`config.mk`:
```
export PLATFORM = sky130hd
export DESIGN_NAME = srp_spi_rx
export DESIGN_NICKNAME = d
export VERILOG_FILES = /design/src/design/srp_pkg.sv /design/src/design/srp_spi_rx.sv
export VERILOG_INCLUDE_DIRS = /design/src /design/src/design
export SDC_FILE = /design/constraint.sdc
export NUM_CORES = 1
export LEC_CHECK = 0
export BUFFER_PORTS_ARGS = -buffer_cell sky130_fd_sc_hd__buf_2
export CAP_MARGIN = 20
export CORE_ASPECT_RATIO = 1.5
export CORE_MARGIN = 10
export CORE_UTILIZATION = 57
export CTS_CLUSTER_SIZE = 14
export DETAILED_ROUTE_END_ITERATION = 12
export PLACE_DENSITY = 0.71
export SLEW_MARGIN = 20
export SYNTH_ARGS = -nofsm -noshare
export SYNTH_HDL_FRONTEND = slang
export SYNTH_SLANG_ARGS = --single-unit
```
`constraint.sdc`:
```
create_clock -name ref_clk -period 15.1 [get_ports ref_clk]
set_input_delay 2.265 -clock ref_clk [delete_from_list [all_inputs] [get_ports ref_clk]]
set_output_delay 2.265 -clock ref_clk [all_outputs]
set_load 0.01 [all_outputs]
```
`src/design/srp_spi_rx_map.svh`:
```
// Purpose: Offsets, field positions and reset values of the serial receive block
// Assumes: Byte addresses on the register bus, one 32-bit word per register
// Notes: Definitions only
`ifndef SRP_SPI_RX_MAP_SVH
`define SRP_SPI_RX_MAP_SVH

`define SRP_OFF_CR1 8'h00
`define SRP_OFF_CR2 8'h04
`define SRP_OFF_SR 8'h08
`define SRP_OFF_DR 8'h0C
`define SRP_OFF_NUM 8'h10
`define SRP_OFF_POLY 8'h14
`define SRP_OFF_RXCRC 8'h18
`define SRP_OFF_TXCRC 8'h1C
`define SRP_OFF_PAD 8'h50

`define SRP_CR1_SPE 11
`define SRP_CR1_SSN 10
`define SRP_CR1_RECEIVE_ONLY_ENABLE 7
`define SRP_CR1_CRC_ENABLE 5
`define SRP_CR1_CRCL 4
`define SRP_CR1_MSTR 3
`define SRP_CR1_LSB 2
`define SRP_CR1_CPOL 1
`define SRP_CR1_CPHA 0

`define SRP_CR2_RXDMA 10
`define SRP_CR2_TXDMA 11
`define SRP_CR2_ERROR_IRQ_ENABLE 9
`define SRP_CR2_TRANSMIT_IRQ_ENABLE 8
`define SRP_CR2_RECEIVE_IRQ_ENABLE 7

`define SRP_SR_OVR 8
`define SRP_SR_CRC_MISMATCH_FLAG 7

`define SRP_RST_CR1 12'h400
`define SRP_RST_CR2 12'h007
`define SRP_RST_PAD 9'h000
`define SRP_QUEUE_DEPTH 2'h2

`endif

```
`src/design/srp_pkg.sv`:
```
// Purpose: Types shared by the serial receive block
// Assumes: Nothing beyond SystemVerilog
// Notes: Constants live in srp_spi_rx_map.svh
package srp_pkg;
  typedef enum logic {SRP_DATA, SRP_CRC} srp_phase_t;
endpackage

```
`src/design/srp_spi_rx.sv`:
```
// Purpose: Receive side of a serial peripheral with Wishbone register access
// Assumes: Link pins are asynchronous to ref_clk and much slower than it
// Notes: Master clock comes from a divider of ref_clk; slave clock is sampled
//
// The Wishbone slave port was decided locally.
`include "srp_spi_rx_map.svh"
`timescale 1ns/1ns
`default_nettype none

module srp_spi_rx #(
  parameter int CNT_W = 16
) (
  input wire logic ref_clk,
  input wire logic reset_n,
  input wire logic clk_en,
  input wire logic wb_cyc_i,
  input wire logic wb_stb_i,
  input wire logic wb_we_i,
  input wire logic [7:0] wb_adr_i,
  input wire logic [3:0] wb_sel_i,
  input wire logic [31:0] wb_dat_i,
  output logic [31:0] wb_dat_o,
  output logic wb_ack_o,
  input wire logic sclk_in,
  input wire logic cs_in_n,
  input wire logic sdi,
  output logic sclk_out,
  output logic sclk_oe,
  output logic cs_out_n,
  output logic sdo,
  output logic irq,
  output logic rx_dma_req,
  output logic tx_dma_req,
  output logic [8:0] pad_fast_select
);

  function automatic logic [5:0] ds_bits(input logic [3:0] ds);
    if (ds == 4'h0 || ds == 4'h1) return 6'h08;
    if (ds == 4'h2) return 6'h20;
    return {2'h0, ds} + 6'h01;
  endfunction

  function automatic logic [6:0] half_div(input logic [2:0] br);
    case (br)
      3'h0: return 7'h02;
      3'h1: return 7'h03;
      3'h2: return 7'h04;
      3'h3: return 7'h06;
      3'h4: return 7'h0C;
      3'h5: return 7'h18;
      3'h6: return 7'h30;
      default: return 7'h60;
    endcase
  endfunction

  function automatic logic [15:0] crc_step(input logic [15:0] crc, input logic b,
                                           input logic [15:0] poly, input logic len16);
    logic fb;
    logic [15:0] nxt;
    fb = (len16 ? crc[15] : crc[7]) ^ b;
    nxt = {crc[14:0], 1'b0} ^ (fb ? poly : 16'h0000);
    return len16 ? nxt : {8'h00, nxt[7:0]};
  endfunction

  function automatic logic [31:0] wmerge(input logic [31:0] old, input logic [31:0] nw,
                                         input logic [3:0] sel);
    logic [31:0] r;
    r = old;
    for (int i = 0; i < 4; i++) begin
      if (sel[i]) r[8*i +: 8] = nw[8*i +: 8];
    end
    return r;
  endfunction

  logic rst_s1, rst_n;
  logic [2:0] pin_s1, pin_s2;
  logic [11:0] cr1, cr2;
  logic [CNT_W-1:0] num, word_cnt;
  logic [15:0] poly, rx_crc, tx_crc, crc_calc, tx_crc_calc;
  logic [31:0] rxq [2];
  logic [31:0] txq [2];
  logic [31:0] last_rd, rx_sh, tx_sh, rd_mux, wr_word, dr_val, new_sh, asm_word;
  logic [1:0] rx_cnt, tx_cnt, next_rx_cnt, next_tx_cnt;
  logic rx_head, tx_head, overflow_flag, crc_mismatch_flag, tx_loaded, lvl_prev, sclk_q;
  logic [5:0] bit_cnt, word_bits, frame_bits;
  logic [6:0] div_cnt;
  srp_pkg::srp_phase_t phase;

  // Reset release and pin synchronisers
  always_ff @(posedge ref_clk or negedge reset_n) begin
    if (!reset_n) begin
      rst_s1 <= 1'b0;
      rst_n <= 1'b0;
      pin_s1 <= 3'h2;
      pin_s2 <= 3'h2;
    end else begin
      rst_s1 <= 1'b1;
      rst_n <= rst_s1;
      pin_s1 <= {sclk_in, cs_in_n, sdi};
      pin_s2 <= pin_s1;
    end
  end

  wire spe = cr1[`SRP_CR1_SPE];
  wire mstr = cr1[`SRP_CR1_MSTR];
  wire receive_only_enable = cr1[`SRP_CR1_RECEIVE_ONLY_ENABLE];
  wire crc_enable = cr1[`SRP_CR1_CRC_ENABLE];
  wire crcl = cr1[`SRP_CR1_CRCL];
  wire lsb = cr1[`SRP_CR1_LSB];
  wire cpol = cr1[`SRP_CR1_CPOL];
  wire cpha = cr1[`SRP_CR1_CPHA];
  wire cs_s2 = pin_s2[1];
  wire bit_in = pin_s2[0];
  wire in_crc = phase == srp_pkg::SRP_CRC;

  // Bus decode
  wire acc = wb_cyc_i & wb_stb_i;
  wire fire = acc & wb_ack_o;
  wire wr_fire = fire & wb_we_i;
  wire rd_fire = fire & ~wb_we_i;
  wire sel_cr1 = wb_adr_i == `SRP_OFF_CR1;
  wire sel_cr2 = wb_adr_i == `SRP_OFF_CR2;
  wire sel_sr = wb_adr_i == `SRP_OFF_SR;
  wire sel_dr = wb_adr_i == `SRP_OFF_DR;
  wire sel_num = wb_adr_i == `SRP_OFF_NUM;
  wire sel_poly = wb_adr_i == `SRP_OFF_POLY;
  wire sel_rxc = wb_adr_i == `SRP_OFF_RXCRC;
  wire sel_txc = wb_adr_i == `SRP_OFF_TXCRC;
  wire sel_pad = wb_adr_i == `SRP_OFF_PAD;
  wire dr_rd = rd_fire & sel_dr;
  wire dr_wr = wr_fire & sel_dr;
  wire sr_wr = wr_fire & sel_sr;

  // Link timing
  wire lvl = mstr ? sclk_q : pin_s2[2];
  wire link_act = mstr | ~cs_s2;
  wire sample = spe & link_act & (lvl != lvl_prev) & (lvl == (cpol ^ ~cpha));
  assign word_bits = ds_bits(cr2[3:0]);
  assign frame_bits = in_crc ? (crcl ? 6'h10 : 6'h08) : word_bits;
  wire word_done = sample & (bit_cnt == 6'(frame_bits - 6'h01));
  wire counting = crc_enable | receive_only_enable;
  wire last_word = word_cnt == CNT_W'(num - 1'b1);
  wire batch_end = word_done & ~in_crc & counting & last_word;
  wire crc_done = word_done & in_crc;
  wire m_run = spe & mstr & ~cr1[`SRP_CR1_SSN]
             & ((receive_only_enable & (num != '0)) | tx_loaded | (bit_cnt != 6'h00) | in_crc);
  wire busy = spe & (mstr ? (m_run | (sclk_q != cpol)) : ~cs_s2);

  assign new_sh = lsb ? {bit_in, rx_sh[31:1]} : {rx_sh[30:0], bit_in};
  assign asm_word = lsb ? (new_sh >> (6'h20 - frame_bits)) : new_sh;
  wire crc_bad = crc_done & (asm_word[15:0] != crc_calc);

  // Queues
  wire rx_push_ok = word_done & (rx_cnt != `SRP_QUEUE_DEPTH);
  wire rx_pop = dr_rd & (rx_cnt != 2'h0);
  wire rx_tail = rx_head ^ rx_cnt[0];
  wire tx_push_ok = dr_wr & (tx_cnt != `SRP_QUEUE_DEPTH);
  // An idle slave keeps its words queued; popping while deselected would drop them
  wire tx_pop = spe & link_act & ~in_crc & ~receive_only_enable & ~tx_loaded & (bit_cnt == 6'h00) & (tx_cnt != 2'h0);
  wire tx_tail = tx_head ^ tx_cnt[0];
  wire ovr_set = (word_done & ~rx_push_ok) | (dr_wr & ~tx_push_ok);
  assign next_rx_cnt = rx_cnt + {1'b0, rx_push_ok} - {1'b0, rx_pop};
  assign next_tx_cnt = tx_cnt + {1'b0, tx_push_ok} - {1'b0, tx_pop};
  wire receive_not_empty_flag = rx_cnt != 2'h0;
  wire transmit_not_full_flag = tx_cnt != `SRP_QUEUE_DEPTH;
  assign dr_val = receive_not_empty_flag ? rxq[rx_head] : last_rd;

  wire [8:0] sr = {overflow_flag, crc_mismatch_flag, busy, tx_cnt, rx_cnt, transmit_not_full_flag, receive_not_empty_flag};
  assign rd_mux = sel_cr1 ? {20'h0, cr1}
                : sel_cr2 ? {20'h0, cr2}
                : sel_sr ? {23'h0, sr}
                : sel_dr ? dr_val
                : sel_num ? 32'(num)
                : sel_poly ? {16'h0, poly}
                : sel_rxc ? {16'h0, rx_crc}
                : sel_txc ? {16'h0, tx_crc}
                : sel_pad ? {23'h0, pad_fast_select}
                : 32'h0;
  assign wr_word = wmerge(rd_mux, wb_dat_i, wb_sel_i);

  // Register file and bus answer
  always_ff @(posedge ref_clk or negedge rst_n) begin
    if (!rst_n) begin
      wb_ack_o <= 1'b0;
      wb_dat_o <= 32'h0;
      cr1 <= `SRP_RST_CR1;
      cr2 <= `SRP_RST_CR2;
      num <= '0;
      poly <= 16'h0;
      pad_fast_select <= `SRP_RST_PAD;
    end else if (clk_en) begin
      wb_ack_o <= acc & ~wb_ack_o;
      if (acc & ~wb_ack_o) wb_dat_o <= rd_mux;
      if (batch_end & ~crc_enable) cr1[`SRP_CR1_RECEIVE_ONLY_ENABLE] <= 1'b0;
      if (crc_done) begin
        cr1[`SRP_CR1_RECEIVE_ONLY_ENABLE] <= 1'b0;
        cr1[`SRP_CR1_CRC_ENABLE] <= 1'b0;
      end
      // A software write in the same cycle wins so a new batch is never lost
      if (wr_fire & sel_cr1) cr1 <= wr_word[11:0];
      if (wr_fire & sel_cr2) cr2 <= wr_word[11:0];
      if (wr_fire & sel_num) num <= wr_word[CNT_W-1:0];
      if (wr_fire & sel_poly) poly <= wr_word[15:0];
      if (wr_fire & sel_pad) pad_fast_select <= wr_word[8:0];
    end
  end

  // Queue storage and sticky flags
  always_ff @(posedge ref_clk or negedge rst_n) begin
    if (!rst_n) begin
      rx_cnt <= 2'h0;
      rx_head <= 1'b0;
      tx_cnt <= 2'h0;
      tx_head <= 1'b0;
      rxq <= '{default: 32'h0};
      txq <= '{default: 32'h0};
      last_rd <= 32'h0;
      overflow_flag <= 1'b0;
      crc_mismatch_flag <= 1'b0;
    end else if (clk_en) begin
      if (!spe) begin
        rx_cnt <= 2'h0;
        rx_head <= 1'b0;
        tx_cnt <= 2'h0;
        tx_head <= 1'b0;
      end else begin
        if (rx_push_ok) rxq[rx_tail] <= in_crc ? asm_word : asm_word;
        rx_cnt <= next_rx_cnt;
        rx_head <= rx_head ^ rx_pop;
        if (tx_push_ok) txq[tx_tail] <= wb_dat_i;
        tx_cnt <= next_tx_cnt;
        tx_head <= tx_head ^ tx_pop;
      end
      if (rx_pop) last_rd <= rxq[rx_head];
      // Set beats a clearing write in the same cycle
      if (ovr_set) overflow_flag <= 1'b1;
      else if (sr_wr & ~wr_word[`SRP_SR_OVR]) overflow_flag <= 1'b0;
      if (crc_bad) crc_mismatch_flag <= 1'b1;
      else if (sr_wr & ~wr_word[`SRP_SR_CRC_MISMATCH_FLAG]) crc_mismatch_flag <= 1'b0;
    end
  end

  // Shift engine, batch counting and CRC
  always_ff @(posedge ref_clk or negedge rst_n) begin
    if (!rst_n) begin
      rx_sh <= 32'h0;
      tx_sh <= 32'h0;
      tx_loaded <= 1'b0;
      bit_cnt <= 6'h00;
      word_cnt <= '0;
      phase <= srp_pkg::SRP_DATA;
      crc_calc <= 16'h0;
      tx_crc_calc <= 16'h0;
      rx_crc <= 16'h0;
      tx_crc <= 16'h0;
      lvl_prev <= 1'b0;
    end else if (clk_en) begin
      lvl_prev <= lvl;
      if (!spe || (!mstr && cs_s2)) begin
        rx_sh <= 32'h0;
        bit_cnt <= 6'h00;
        tx_loaded <= 1'b0;
        if (!spe) begin
          word_cnt <= '0;
          phase <= srp_pkg::SRP_DATA;
          crc_calc <= 16'h0;
          tx_crc_calc <= 16'h0;
        end
      end else begin
        if (tx_pop) begin
          tx_sh <= txq[tx_head];
          tx_loaded <= 1'b1;
        end
        if (sample) begin
          rx_sh <= word_done ? 32'h0 : new_sh;
          bit_cnt <= word_done ? 6'h00 : bit_cnt + 6'h01;
          tx_sh <= lsb ? (tx_sh >> 1) : (tx_sh << 1);
          if (crc_enable && !in_crc) begin
            crc_calc <= crc_step(crc_calc, bit_in, poly, crcl);
            tx_crc_calc <= crc_step(tx_crc_calc, sdo, poly, crcl);
          end
        end
        if (word_done) tx_loaded <= 1'b0;
        if (word_done && !in_crc && counting) word_cnt <= last_word ? '0 : word_cnt + 1'b1;
        case (phase)
          srp_pkg::SRP_DATA: begin
            if (batch_end && crc_enable) phase <= srp_pkg::SRP_CRC;
          end
          srp_pkg::SRP_CRC: begin
            if (crc_done) begin
              phase <= srp_pkg::SRP_DATA;
              rx_crc <= crc_calc;
              tx_crc <= tx_crc_calc;
              crc_calc <= 16'h0;
              tx_crc_calc <= 16'h0;
            end
          end
          default: phase <= srp_pkg::SRP_DATA;
        endcase
      end
    end
  end

  // Master clock divider; finishes the half period so the line idles cleanly
  always_ff @(posedge ref_clk or negedge rst_n) begin
    if (!rst_n) begin
      div_cnt <= 7'h00;
      sclk_q <= 1'b0;
    end else if (clk_en) begin
      if (m_run || (sclk_q != cpol)) begin
        if (div_cnt >= 7'(half_div(cr2[6:4]) - 7'h01)) begin
          div_cnt <= 7'h00;
          sclk_q <= ~sclk_q;
        end else begin
          div_cnt <= div_cnt + 7'h01;
        end
      end else begin
        div_cnt <= 7'h00;
        sclk_q <= cpol;
      end
    end
  end

  assign sclk_out = sclk_q;
  assign sclk_oe = spe & mstr;
  assign cs_out_n = cr1[`SRP_CR1_SSN] | ~spe;
  assign sdo = lsb ? tx_sh[0] : tx_sh[5'(word_bits - 6'h01)];
  assign irq = (cr2[`SRP_CR2_ERROR_IRQ_ENABLE] & (overflow_flag | crc_mismatch_flag))
             | (cr2[`SRP_CR2_RECEIVE_IRQ_ENABLE] & receive_not_empty_flag)
             | (cr2[`SRP_CR2_TRANSMIT_IRQ_ENABLE] & transmit_not_full_flag & spe);
  assign rx_dma_req = spe & cr2[`SRP_CR2_RXDMA] & receive_not_empty_flag;
  assign tx_dma_req = spe & cr2[`SRP_CR2_TXDMA] & transmit_not_full_flag;
endmodule // srp_spi_rx
`default_nettype wire

```
==> impl_metrics.csv <==
group,metric,value,unit
run_status,run_status,"complete, no violations",
power,clock_power_share,0.477,
critical_path,worst_setup_path_start_kind,"flop",
critical_path,r2r-start,"cr2[2]$_DFFE_PN1P_",
global_routing,grt_pass1_vias,19000,
cells_and_area,nFillCells,3532,
global_routing,grt_antenna_before_repair,0,
synth,post_synth_xor_area_fraction,0.0328,
synth,yosysSeqAreaShare,0.445,
clock_tree,clockBufferDepth,3,
clock_tree,tritoncts_buffers,44,
power,p_total,0.00236,W
floorplan,initial_utilization,0.579,
floorplan,num_rows,92,
min_path,hp-start,"pin_s1[2]$_DFF_PN0_",
clock_tree,tritoncts,"built",
floorplan,core,42200,sq um
timing,finalCritPeriodShare,0.425,
placement,detailedPlace.worstSlack,9240,ps
power,net-switching-power,0.000525,W
floorplan,design.portCount,102,
critical_path,crit_slowest_cell,"sky130_fd_sc_hd__o21ba_1",
global_routing,globalRouteOverflowTotal,0,
synth,ys.flop_type,"sky130_fd_sc_hd__dfrtp_1",
placement,detailed_place_hpwl,52500,microns
critical_path,rr_endpoint,"crc_mismatch_flag$_DFFE_PN0P_",
timing,layout_setup_ws,8690,ps
synth,synth_top_area_cell,"sky130_fd_sc_hd__dfrtp_1",
synth,postSynthNetCount,2582,
synth,post_synthesis_instance_total,2509,
timing,timing.slew.headroom,0.255,
synth,synth_fa_ha_area_frac,0.0102,
cells_and_area,layout.cells.most_common_list,"sky130_fd_sc_hd__nand2_1 (430), sky130_fd_sc_hd__dfrtp_1 (425), sky130_fd_sc_hd__o21ai_0 (284)",
timing,final.setup_skew,20.0,ps
synth,synth.top_cell.area_share,0.439,
clock_tree,cts-htree-levels,2,
cells_and_area,design.final.nets,2574,
timing,worst_slew_pin_slew,1120,ps
cells_and_area,antenna_diode_instance_count,0,
critical_path,r2r_cells,11,
timing,period_minus_slack,6410,ps
synth,avgSynthCellArea,9.75,sq um
detailed_routing,ant_nets,0,
timing,finalHoldViolations,0,
critical_path,critPathMostFrequentCell,"sky130_fd_sc_hd__mux2i_1",
synth,syn-cell-area,24500,sq um
critical_path,worst-setup-path-type,"reg2out",
min_path,worstHoldPathType,"reg2reg",
synth,synth-warning-count,0,
synth,synth_edf_count,0,
placement,dp.cells,3018,
synth,yosys-mux-area-fraction,0.154,
detailed_routing,detailroute.via_count,19500,
detailed_routing,wire_per_inst,23.1,microns
critical_path,critical-path-top-delay-family,"compound AO/OA/AOI/OAI gates",
floorplan,die_width,189,microns
synth,synth_compound_gate_area_share,0.168,
clock_tree,clock_slew_at_the_register_clock_pins_of_the_worst_setup_and_hold_paths,60,ps
synth,netlist-cell-type-count,101,
timing,final-max-slew-violation-count,0,
cells_and_area,layout.cells.most_common,"sky130_fd_sc_hd__nand2_1",
clock_tree,cts_hold_buffers,0,
min_path,timing.hold.worst_endpoint,"pin_s2[2]$_DFF_PN0_",
critical_path,ff2ff_setup_slack,9570,ps
power,power_density,89.1,nW/um^2
global_routing,grt_use_total,0.273,
global_routing,pin_count_of_the_biggest_net_entering_global_routing,86,
floorplan,floorplan.die_area,51800,sq um
global_routing,grt_pass1_wl,112000,microns
cells_and_area,fin_area,26500,sq um
cells_and_area,post_route_cells_drive_above_1_share,0.174,
critical_path,worst-path-buf-inv,2,
min_path,cell_count_of_the_worst_hold_path,0,
synth,synth_top_family_by_area,"compound AO/OA/AOI/OAI gates",
critical_path,timing.critical_path.cells,"o21ba_1 > inv_2 > ha_1 > mux4_2 > mux2i_1 > mux2i_1 > a21oi_1 > o21ai_0 > buf_2",
critical_path,critical-path-max-stage-delay,890,ps
synth,async_flop_share,1.00,
critical_path,worst-endpoint-required,12840,ps
detailed_routing,drtPass1Iterations,8,
power,power.combinational.fraction,0.027,
detailed_routing,post_drt_via_cell_ratio,6.29,
critical_path,cp_max_fo,15,
placement,placement.io_buffers,99,
timing,final_count_of_negative_setup_slack_endpoints,0,
clock_tree,cts.sink_count,435,
floorplan,die_h,274,microns
clock_tree,clock_tree.root_cell,"sky130_fd_sc_hd__clkbuf_16",
clock_tree,cts_resized,0,
timing,rsz_0062_raised_after_global_routing,"false",
detailed_routing,wirelength,71400,microns
clock_tree,clock_latency,570,ps
synth,synth-seq-cells,435,
synth,synth-simple-area-share,0.144,
cells_and_area,final_cell_count_no_fill,3097,
critical_path,critPathArrivalTime,4150,ps
placement,gp_routability_congestion,0.990,
cells_and_area,area_growth_syn_to_layout,8.35,%
synth,ys_top_cells_by_area,"sky130_fd_sc_hd__dfrtp_1 (44%), sky130_fd_sc_hd__mux2_2 (7.4%), sky130_fd_sc_hd__nand2_1 (6.6%), sky130_fd_sc_hd__o21ai_0 (5.8%), sky130_fd_sc_hd__mux2i_1 (4.1%)",
detailed_routing,detailedRoute.firstIterationViolations,1558,
timing,timing.fmax,156,MHz
power,internal_power,0.00184,W
detailed_routing,drcViolationCount,0,
power,register_share_of_total_power,0.497,
power,power.ir.vdd_worst,95.6,uV
power,swShare,0.222,
timing,fin_tns_setup,0,ps
critical_path,crit_path_end_kind,"output pin",
clock_tree,cts.repair_timing.setup_buffer_count,0,
placement,postPlaceCellArea,25000,sq um
power,static-leakage-power,11.6,nW
job,cap_violations,0,
cell families (layout without fill, tap and decap cells):
kind of cell,Yosys count,in the layout
AOI/OAI and AO/OA,659,659
xor gates and xnor gates,90,90
adders and majority gates,20,20
buffers and inverters,222,246
DFF,435,435
muxes,301,301
other,1,1
and+or+nand+nor,781,781
worst reg2reg max path: cells and delay by family, from the launching register on:
| family | cells | cell delay [ps] |
|---|---|---|
| buffers and inverters | 1 | 570 |
| AND/OR/NAND/NOR | 2 | 730 |
| XOR/XNOR | 1 | 220 |
| flip-flops | 1 | 690 |
| multiplexers | 1 | 370 |
| AO/OA/AOI/OAI | 5 | 2280 |
| adder cells (fa/ha/maj) | 1 | 530 |
worst max path at each step:
stage | from | endpoint | slack [ps] | cells past startpoint
floorplan | rst_n$_DFF_PN0_ | bit_cnt[0]$_DFFE_PN0P_ | 2260 | 0
CTS | cr2[2]$_DFFE_PN1P_ | sdo | 8630 | 9
global placement | cr2[2]$_DFFE_PN1P_ | sdo | 9240 | 9
finish | cr2[2]$_DFFE_PN1P_ | sdo | 8690 | 9
detailed placement | cr2[2]$_DFFE_PN1P_ | sdo | 9240 | 9
global route | cr2[2]$_DFFE_PN1P_ | sdo | 8460 | 9
power groups by stage:
stage / sequential [W] / clock [W] / combinational, W
5_1_grt: 0.00117 / 0.00119 / 0.0000700
6_report: 0.00117 / 0.00113 / 0.0000631
3_5_place_dp: 0.00119 / 0 / 0.0000634
2_1_floorplan: 0.00121 / 0 / 0.0000219
4_1_cts: 0.00117 / 0.00115 / 0.0000636
3_3_place_gp: 0.00119 / 0 / 0.0000621
Yosys cell counts, types with 7 or more instances:
| master | count |
|---|---|
| sky130_fd_sc_hd__nand2_1 | 431 |
| sky130_fd_sc_hd__a22oi_1 | 28 |
| sky130_fd_sc_hd__clkbuf_8 | 12 |
| sky130_fd_sc_hd__o211ai_1 | 25 |
| sky130_fd_sc_hd__nand3_1 | 45 |
| sky130_fd_sc_hd__nand4_1 | 11 |
| sky130_fd_sc_hd__xnor2_1 | 38 |
| sky130_fd_sc_hd__a31oi_1 | 16 |
| sky130_fd_sc_hd__a211o_1 | 7 |
| sky130_fd_sc_hd__buf_1 | 17 |
| sky130_fd_sc_hd__mux4_1 | 15 |
| sky130_fd_sc_hd__o2111ai_1 | 8 |
| sky130_fd_sc_hd__o21ai_1 | 14 |
| sky130_fd_sc_hd__a222oi_1 | 11 |
| sky130_fd_sc_hd__nor2_1 | 127 |
| sky130_fd_sc_hd__nand2b_1 | 25 |
| sky130_fd_sc_hd__nor3_1 | 25 |
| sky130_fd_sc_hd__and2_1 | 15 |
| sky130_fd_sc_hd__buf_2 | 24 |
| sky130_fd_sc_hd__xor2_1 | 51 |
| sky130_fd_sc_hd__buf_6 | 7 |
| sky130_fd_sc_hd__inv_1 | 41 |
| sky130_fd_sc_hd__and3_1 | 17 |
| sky130_fd_sc_hd__dfrtp_1 | 429 |
| sky130_fd_sc_hd__clkbuf_1 | 109 |
| sky130_fd_sc_hd__mux4_2 | 25 |
| sky130_fd_sc_hd__a221oi_1 | 10 |
| sky130_fd_sc_hd__nor2b_1 | 18 |
| sky130_fd_sc_hd__o22ai_1 | 11 |
| sky130_fd_sc_hd__mux2i_1 | 100 |
| sky130_fd_sc_hd__o31ai_1 | 40 |
| sky130_fd_sc_hd__a21o_1 | 15 |
| sky130_fd_sc_hd__a32oi_1 | 7 |
| sky130_fd_sc_hd__nor4_1 | 11 |
| sky130_fd_sc_hd__o2bb2ai_1 | 7 |
| sky130_fd_sc_hd__ha_1 | 20 |
| sky130_fd_sc_hd__o21ai_0 | 285 |
| sky130_fd_sc_hd__mux2_2 | 160 |
| sky130_fd_sc_hd__a21oi_1 | 101 |
| sky130_fd_sc_hd__a211oi_1 | 12 |
| sky130_fd_sc_hd__o21a_1 | 10 |
cell type report:
cell class | instances | area (sq um) | share of cell area
Clock buffer | 56 | 1210 | 0.0455
Inverter | 43 | 161 | 0.00609
Multi-Input combinational cell | 1852 | 12500 | 0.473
Tap cell | 564 | 706 | 0.0266
Timing Repair Buffer | 125 | 711 | 0.0268
Sequential cell | 435 | 10900 | 0.411
Clock inverter | 22 | 283 | 0.0107
per-stage QoR:
stage	hold WS, ps	utilization
5_1_grt	363	0.627
3_5_place_dp	339	0.591
4_1_cts	357	0.627
2_1_floorplan	331	-
3_3_place_gp	338	0.591
6_report	354	0.627
metal layers:
metal  vias up  global-route usage  share of wire
li1       8988                   -              -
met1      9621               0.345           0.40
met2       701               0.438           0.47
met3       171              0.0461          0.068
met4         0               0.151          0.060
met5         -                   0              0
state kept, by name, summed over array words and instances (netlist names), 2 cells and up:
register,cells
tx_crc_calc,16
bit_cnt,6
num,16
cr1,12
tx_cnt,2
cr2,12
tx_sh,32
word_cnt,16
pad_fast_select,9
wb_dat_o,32
txq,64
rx_crc,16
rxq,64
tx_crc,16
pin_s1,3
poly,16
crc_calc,16
div_cnt,7
pin_s2,3
rx_cnt,2
rx_sh,32
last_rd,32
Note: power is estimated with default switching activity, not from simulation.
